<file path="src/common/ala_pkg.sv">
// package of constants for the analog limit alarm reporter
package ala_pkg;
	localparam int          DATA_W        = 16;
	localparam int          NUM_CH        = 2;
	localparam logic [15:0] CODE_OVERFLOW = 16'h7FFF;
	localparam logic [15:0] CODE_UNDERFLOW= 16'h8000;
	localparam logic [15:0] VALUE_RESET   = 16'h0000;
	// limit flag doubleword layout
	localparam int          UPPER_BYTE    = 0;
	localparam int          LOWER_BYTE    = 1;
	localparam int          BIT_CH0       = 0;
	localparam int          BIT_CH2       = 1;
	localparam logic [31:0] FLAGS_RESET   = 32'h0000_0000;
	// diagnostic record 0
	localparam int          LOST_BYTE     = 3;
	localparam int          LOST_BIT      = 6;
	localparam logic [31:0] DIAG_RESET    = 32'h0000_0000;
	typedef enum logic [2:0] {
		ALA_NOMINAL   = 3'b000,
		ALA_DRIVE     = 3'b001,
		ALA_OVERFLOW  = 3'b010,
		ALA_UNDERFLOW = 3'b011
	} ala_class_e;
endpackage : ala_pkg

</file>
<file path="src/hdl/ala_channel.sv">
// one channel: saturation substitution and limit comparison
`timescale 1ns/1ns
module ala_channel #(
	parameter int DW = 16
) (
	// measurement
	input  wire logic signed [DW-1:0] measValue,
	input  wire logic                 isOverflow,
	input  wire logic                 isUnderflow,
	// limits
	input  wire logic signed [DW-1:0] highLimit,
	input  wire logic signed [DW-1:0] lowLimit,
	// results
	output logic        [DW-1:0]      reportValue,
	output logic                      aboveHigh,
	output logic                      belowLow
);
	always_comb begin
		if (isOverflow) begin
			reportValue = DW'(ala_pkg::CODE_OVERFLOW);
		end else if (isUnderflow) begin
			reportValue = DW'(ala_pkg::CODE_UNDERFLOW);
		end else begin
			reportValue = measValue;
		end
	end
	assign aboveHigh = measValue > highLimit;
	assign belowLow  = measValue < lowLimit;
endmodule : ala_channel

</file>
<file path="src/hdl/ala_reporter.sv">
// range and limit supervision with diagnostics and interrupt requests
// Operation
// - byte 0: upper limit exceeded, channels 0, 2
// - byte 1: lower limit violated, channels 0, 2
// - repeat interrupt while busy sets lost bit
// - nominal or drive region: value passes, quiet
// - overflow 7FFFh, underflow 8000h, gated diag interrupt
// - range error indicator and diag entry need group diagnostics
// - limit breach transmits value, gated process interrupt
// - missing supply always lights indicator
// - limit interrupts only channels 0, 2, off default
`timescale 1ns/1ns
module ala_reporter #(
	parameter int DW = 16
) (
	// clock and reset
	input  wire logic          clock,
	input  wire logic          rst_n,
	// measurements, index 0 is channel 0, index 1 is channel 2
	input  wire logic [DW-1:0] measValue0,
	input  wire logic [DW-1:0] measValue2,
	input  wire logic [1:0]    overflowIn,
	input  wire logic [1:0]    underflowIn,
	input  wire logic          sampleStrobe,
	// configuration
	input  wire logic [DW-1:0] highLimit0,
	input  wire logic [DW-1:0] lowLimit0,
	input  wire logic [DW-1:0] highLimit2,
	input  wire logic [DW-1:0] lowLimit2,
	input  wire logic [1:0]    procIrqEnable,
	input  wire logic          diagIrqEnable,
	input  wire logic          groupDiagEnable,
	// supply monitor pin
	input  wire logic          supplyOk,
	// handler state from controller
	input  wire logic          procHandlerBusy,
	input  wire logic          diagClear,
	// results
	output logic [DW-1:0]      reportValue0_ff,
	output logic [DW-1:0]      reportValue2_ff,
	output logic [31:0]        limitFlags_ff,
	output logic [31:0]        diagRecord_ff,
	output logic               diagEntry_ff,
	output logic               groupErrorIndicator_ff,
	output logic               diagIrq_ff,
	output logic               procIrq_ff
);
	logic [DW-1:0] repVal [2];
	logic [1:0]    above;
	logic [1:0]    below;
	logic          supplyMeta_ff;
	logic          supplySync_ff;
	logic [1:0]    rangeErr;
	logic [1:0]    limitHit;
	logic [1:0]    lastHit_ff;

	ala_channel #(.DW(DW)) u_ch0 (
		.measValue  (measValue0),
		.isOverflow (overflowIn[0]),
		.isUnderflow(underflowIn[0]),
		.highLimit  (highLimit0),
		.lowLimit   (lowLimit0),
		.reportValue(repVal[0]),
		.aboveHigh  (above[0]),
		.belowLow   (below[0])
	);
	ala_channel #(.DW(DW)) u_ch2 (
		.measValue  (measValue2),
		.isOverflow (overflowIn[1]),
		.isUnderflow(underflowIn[1]),
		.highLimit  (highLimit2),
		.lowLimit   (lowLimit2),
		.reportValue(repVal[1]),
		.aboveHigh  (above[1]),
		.belowLow   (below[1])
	);

	assign rangeErr = overflowIn | underflowIn;
	// limit events only on valid values of enabled channels
	assign limitHit = (above | below) & ~rangeErr & procIrqEnable;

	// supply pin synchroniser, resets to supply present so no false alarm follows reset
	always_ff @(posedge clock or negedge rst_n) begin
		if (!rst_n) begin
			supplyMeta_ff <= 1'b1;
			supplySync_ff <= 1'b1;
		end else begin
			supplyMeta_ff <= supplyOk;
			supplySync_ff <= supplyMeta_ff;
		end
	end

	// transmitted values
	always_ff @(posedge clock or negedge rst_n) begin
		if (!rst_n) begin
			reportValue0_ff <= DW'(ala_pkg::VALUE_RESET);
			reportValue2_ff <= DW'(ala_pkg::VALUE_RESET);
		end else if (sampleStrobe) begin
			reportValue0_ff <= repVal[0];
			reportValue2_ff <= repVal[1];
		end
	end

	// limit flag doubleword, bytes 2 and 3 stay zero
	always_ff @(posedge clock or negedge rst_n) begin
		if (!rst_n) begin
			limitFlags_ff <= ala_pkg::FLAGS_RESET;
		end else if (sampleStrobe) begin
			limitFlags_ff <= ala_pkg::FLAGS_RESET;
			limitFlags_ff[ala_pkg::UPPER_BYTE*8+ala_pkg::BIT_CH0] <= above[0] & ~rangeErr[0];
			limitFlags_ff[ala_pkg::UPPER_BYTE*8+ala_pkg::BIT_CH2] <= above[1] & ~rangeErr[1];
			limitFlags_ff[ala_pkg::LOWER_BYTE*8+ala_pkg::BIT_CH0] <= below[0] & ~rangeErr[0];
			limitFlags_ff[ala_pkg::LOWER_BYTE*8+ala_pkg::BIT_CH2] <= below[1] & ~rangeErr[1];
		end
	end

	// process interrupt and lost detection
	always_ff @(posedge clock or negedge rst_n) begin
		if (!rst_n) begin
			procIrq_ff <= 1'b0;
			lastHit_ff <= 2'b00;
		end else begin
			procIrq_ff <= sampleStrobe && (|limitHit) && !procHandlerBusy;
			if (sampleStrobe && (|limitHit)) begin
				lastHit_ff <= limitHit;
			end
		end
	end

	// diagnostic record and entry, set wins over clear
	always_ff @(posedge clock or negedge rst_n) begin
		if (!rst_n) begin
			diagRecord_ff <= ala_pkg::DIAG_RESET;
			diagEntry_ff  <= 1'b0;
		end else begin
			if (diagClear) begin
				diagRecord_ff <= ala_pkg::DIAG_RESET;
				diagEntry_ff  <= 1'b0;
			end
			if (sampleStrobe && procHandlerBusy && |(limitHit & lastHit_ff)) begin
				diagRecord_ff[ala_pkg::LOST_BYTE*8+ala_pkg::LOST_BIT] <= 1'b1;
			end
			if (sampleStrobe && groupDiagEnable && |rangeErr) begin
				diagEntry_ff <= 1'b1;
			end
		end
	end

	// diagnostic interrupt pulse
	always_ff @(posedge clock or negedge rst_n) begin
		if (!rst_n) begin
			diagIrq_ff <= 1'b0;
		end else begin
			diagIrq_ff <= sampleStrobe && diagIrqEnable && |rangeErr;
		end
	end

	// group error indicator
	always_ff @(posedge clock or negedge rst_n) begin
		if (!rst_n) begin
			groupErrorIndicator_ff <= 1'b0;
		end else begin
			groupErrorIndicator_ff <= !supplySync_ff || (groupDiagEnable && |rangeErr);
		end
	end

	property p_overflow_code;
		@(posedge clock) disable iff (!rst_n)
		sampleStrobe && overflowIn[0] |=> reportValue0_ff == ala_pkg::CODE_OVERFLOW;
	endproperty
	a_overflow_code: assert property (p_overflow_code) else $error("overflow code wrong");

	property p_underflow_code;
		@(posedge clock) disable iff (!rst_n)
		sampleStrobe && underflowIn[1] && !overflowIn[1] |=> reportValue2_ff == ala_pkg::CODE_UNDERFLOW;
	endproperty
	a_underflow_code: assert property (p_underflow_code) else $error("underflow code wrong");

	property p_pass_value;
		@(posedge clock) disable iff (!rst_n)
		sampleStrobe && !rangeErr[0] |=> reportValue0_ff == $past(measValue0);
	endproperty
	a_pass_value: assert property (p_pass_value) else $error("value not passed");

	property p_upper_flag;
		@(posedge clock) disable iff (!rst_n)
		sampleStrobe |=> limitFlags_ff[ala_pkg::UPPER_BYTE*8+ala_pkg::BIT_CH2] == $past(above[1] & ~rangeErr[1]);
	endproperty
	a_upper_flag: assert property (p_upper_flag) else $error("upper flag wrong");

	property p_lower_flag;
		@(posedge clock) disable iff (!rst_n)
		sampleStrobe |=> limitFlags_ff[ala_pkg::LOWER_BYTE*8+ala_pkg::BIT_CH0] == $past(below[0] & ~rangeErr[0]);
	endproperty
	a_lower_flag: assert property (p_lower_flag) else $error("lower flag wrong");

	property p_reserved_zero;
		@(posedge clock) disable iff (!rst_n)
		limitFlags_ff[31:16] == 16'h0000;
	endproperty
	a_reserved_zero: assert property (p_reserved_zero) else $error("reserved bytes nonzero");

	property p_diag_gate;
		@(posedge clock) disable iff (!rst_n)
		diagIrq_ff |-> $past(diagIrqEnable && sampleStrobe);
	endproperty
	a_diag_gate: assert property (p_diag_gate) else $error("diag interrupt not enabled");

	property p_proc_gate;
		@(posedge clock) disable iff (!rst_n)
		procIrq_ff |-> $past(|procIrqEnable);
	endproperty
	a_proc_gate: assert property (p_proc_gate) else $error("process interrupt not enabled");

	property p_supply_led;
		@(posedge clock) disable iff (!rst_n)
		!supplyOk [*3] |=> groupErrorIndicator_ff;
	endproperty
	a_supply_led: assert property (p_supply_led) else $error("indicator off without supply");

	property p_entry_gate;
		@(posedge clock) disable iff (!rst_n)
		$rose(diagEntry_ff) |-> $past(groupDiagEnable);
	endproperty
	a_entry_gate: assert property (p_entry_gate) else $error("entry without group diagnostics");

	property p_lost_bit;
		@(posedge clock) disable iff (!rst_n)
		sampleStrobe && procHandlerBusy && |(limitHit & lastHit_ff) |=> diagRecord_ff[ala_pkg::LOST_BYTE*8+ala_pkg::LOST_BIT];
	endproperty
	a_lost_bit: assert property (p_lost_bit) else $error("lost interrupt not flagged");
endmodule : ala_reporter

</file>
<file path="config.mk">
export PLATFORM = sky130hd
export DESIGN_NAME = ala_reporter
export DESIGN_NICKNAME = d
export VERILOG_FILES = /design/src/common/ala_pkg.sv /design/src/hdl/ala_channel.sv /design/src/hdl/ala_reporter.sv
export SDC_FILE = /design/constraint.sdc
export NUM_CORES = 1
export LEC_CHECK = 0
export BUFFER_PORTS_ARGS = -buffer_cell sky130_fd_sc_hd__buf_2
export CAP_MARGIN = 20
export CORE_ASPECT_RATIO = 1.1
export CORE_UTILIZATION = 42
export DETAILED_ROUTE_END_ITERATION = 10
export PLACE_DENSITY_LB_ADDON = 0.12
export SLEW_MARGIN = 0
export SYNTH_ARGS = -nofsm -noshare
export SYNTH_HDL_FRONTEND = slang
export SYNTH_SLANG_ARGS = --single-unit
</file>
<file path="constraint.sdc">
create_clock -name clock -period 1.2 [get_ports clock]
set_clock_uncertainty 0.1 [all_clocks]
set_input_delay 0.18 -clock clock [delete_from_list [all_inputs] [get_ports clock]]
set_output_delay 0.18 -clock clock [all_outputs]
set_load 0.05 [all_outputs]
</file>
==> flow_summary.toml <==
[power]
power_density_nw_per_um2 = 911
peakVddDrop_mv = 0.459
leakagePower_nw = 3.12
power_mw = 5.68

[flow_run]
max_cap_violations = 0

[global_route]
grt_util_met2_pct = 43.2
grt.met1_usage_pct = 26.0
grt_max_degree = 46
grt.met3_usage_pct = 3.67
grt_pass1_wl_mm = 18.0
overflow = 0
track_usage_pct = 23.4
grt.busiest_layer = "met2"
antenna_found_initial = 0
grt_pass1_vias = 3827

[drt]
routed_wl_mm = 11.6
drtIter0Drc = 80
firstDrtPassIters = 7
vias_per_cell = 4.85
antenna_left = 0
dr_total_vias = 3837
drc_errors = 0
wl_per_cell_um = 14.6

[clocking]
h-tree-depth = 2
cts_made_buffers = 5
cts_buffer_depth = 2
cts.reportedPaths.clkPinSlew_ps = 80
clock-sinks = 45
clock_latency_ps = 300
cts_tree = "built"
clock-root-buffer = "clkbuf_8"

[sta]
setup_viol = 8
finalHoldViolations = 0
drv_slew = 0
timing.final.crit_share_pct = 147
rsz0062_at_grt = "yes"
min_period_ps = 1770
fmax_mhz = 566
finalWorstSetupSlack_ps = -568

[floorplan]
die_width_um = 94.4
die_y_um = 104
initial_core_util_pct = 43.8
io_pins = 210
placementRows = 36
core_um2 = 9010
die_area_um2 = 9780

[placement]
pre_cts_ws_ps = -956
gp_congestion = 0.860
dp_hpwl_mm = 8.72
place_area_um2 = 5310
port_buffers = 150

[synth]
synth_edf_count = 0
yosys_register_bits = 45
avgSynthCellArea_um2 = 8.41
synth_warnings = 0
synth-seq-area-share_pct = 28.6
netlist_area_um2 = 3940
syn_inst = 469
async_flop_share_pct = 100
ys_dominant_reg_cell = "dfrtp_1"
ys_types = 48

[critical_path]
crit_type = "input port to flip-flop"
ff2ff_path_depth = 1
r2r-end = "limitFlags_ff[0]$_DFFE_PN0P_"
cp.required_ps = 1320
startpoint_type = "input port"
worstReg2RegStart = "limitFlags_ff[0]$_DFFE_PN0P_"
regToRegSetupSlack_ps = 310
crit_fanout = 3
crit_path_end_kind = "flip-flop"
cp_data_arrival_time_ps = 1890

[layout]
nets = 848
design_area_um2 = 6230
final_common_cell = "buf_4"
area_delta_synth_final_pct = 58.0
antenna-diode-count = 0
final_cell_mix = "buf_4 (77), buf_2 (76), a21oi_1 (74), conb_1 (59), buf_6 (46)"
post-route-util_pct = 69.2
layout-drive-gt1-share_pct = 47.0

[outcome]
status = "finished, violations left"
violations = "negative setup slack"

[hold_path]
whs_path_depth = 2
min_to = "diagIrq_ff$_DFF_PN0_"
worstHoldPathType = "input port to flip-flop"
worst_hold_startpoint = "diagIrqEnable"
## final cells by class
cell class	instances	area, um2
fill	710	2780
timing repair buffer	215	1690
inverter	70	313
tap	114	143
clock inverter	2	38.8
multi-input combinational	339	2850
sequential	45	1130
clock buffer	6	72.6
## cells in the mapped netlist (3+ instances only)
master | count | area, um2
inv_1 | 70 | 263
nand2_1 | 15 | 56.3
nand3_1 | 6 | 30.0
o21ai_1 | 3 | 15.0
a21o_1 | 6 | 45.0
o211ai_2 | 4 | 50.1
o21ai_0 | 6 | 30.0
buf_4 | 59 | 443
dfrtp_1 | 43 | 1080
mux2_2 | 6 | 67.6
o211ai_1 | 3 | 22.5
ha_1 | 62 | 776
nand4_1 | 9 | 56.3
clkbuf_1 | 12 | 45.0
a21oi_1 | 78 | 390
nor2_1 | 42 | 158
a31oi_1 | 3 | 18.8
## worst max-delay path by stage
stage                   startpoint                            end  slack [ps]
floorplan           highLimit2[14]      lastHit_ff[0]$_DFFE_PN0P_        -590
finish               measValue0[5]  diagRecord_ff[30]$_DFFE_PN0P_        -570
global route         measValue0[5]  diagRecord_ff[30]$_DFFE_PN0P_        -650
detailed placement  highLimit2[14]      lastHit_ff[0]$_DFFE_PN0P_        -960
CTS                  measValue0[0]           procIrq_ff$_DFF_PN0_        -500
global placement    highLimit2[14]      lastHit_ff[0]$_DFFE_PN0P_        -920
## layer usage
metal / share of wire, % / wire length, um
met2: 53 / 6100
met1: 39 / 4460
met3: 6.0 / 692
met4: 2.9 / 330
met5: 0 / 0
## report_power, final
group	switching (mW)	internal [mW]	total [mW]
clock	0.518	0.625	1.14
sequential	0.0941	1.67	1.76
combinational	1.70	1.07	2.77
total	2.31	3.37	5.68
## state kept, by name, indices dropped and copies added, names as in the netlist, 2 cells and up
register,cells
limitFlags_ff,4
reportValue2_ff,16
lastHit_ff,2
reportValue0_ff,16
## cells by family (layout without fill, tap and decap cells)
group	count (synthesis)	in the layout	synth area share, %
compound gates	123	123	19.4
fa+ha+maj	62	62	19.7
buf+inv	143	293	19.2
flops	45	45	28.6
mux	8	8	2.54
other cells	1	59	0.0951
simple gates	87	87	10.5
## worst max-delay path, stage by stage
cell and delay (ps):
clkbuf_4 150, ha_4 220, a211o_1 300, o211ai_2 120, a31oi_2 130, a21oi_2 180
mux2i_2 290, o211ai_1 140, o221ai_1 180
## per-stage QoR
step                std cells  hold slack [ps]  setup TNS [ps]
finish                    791             18.8           -3880
global route              791             11.4           -4360
CTS                       788             8.74           -3390
detailed placement        772             80.3           -7030
global placement          772             75.7           -6480
floorplan                 527             -216           -3910
## repair_timing
action / in CTS / in global routing
hold buffers: 5 / 0
setup buffers: 3 / 3
pin swaps: 22 / 16
hold endpoints to repair: 48 / 0
cloned: 0 / 0
gates resized for setup: 127 / 50
setup endpoints to repair: 40 / 33
(Power assumes the default switching activity.)
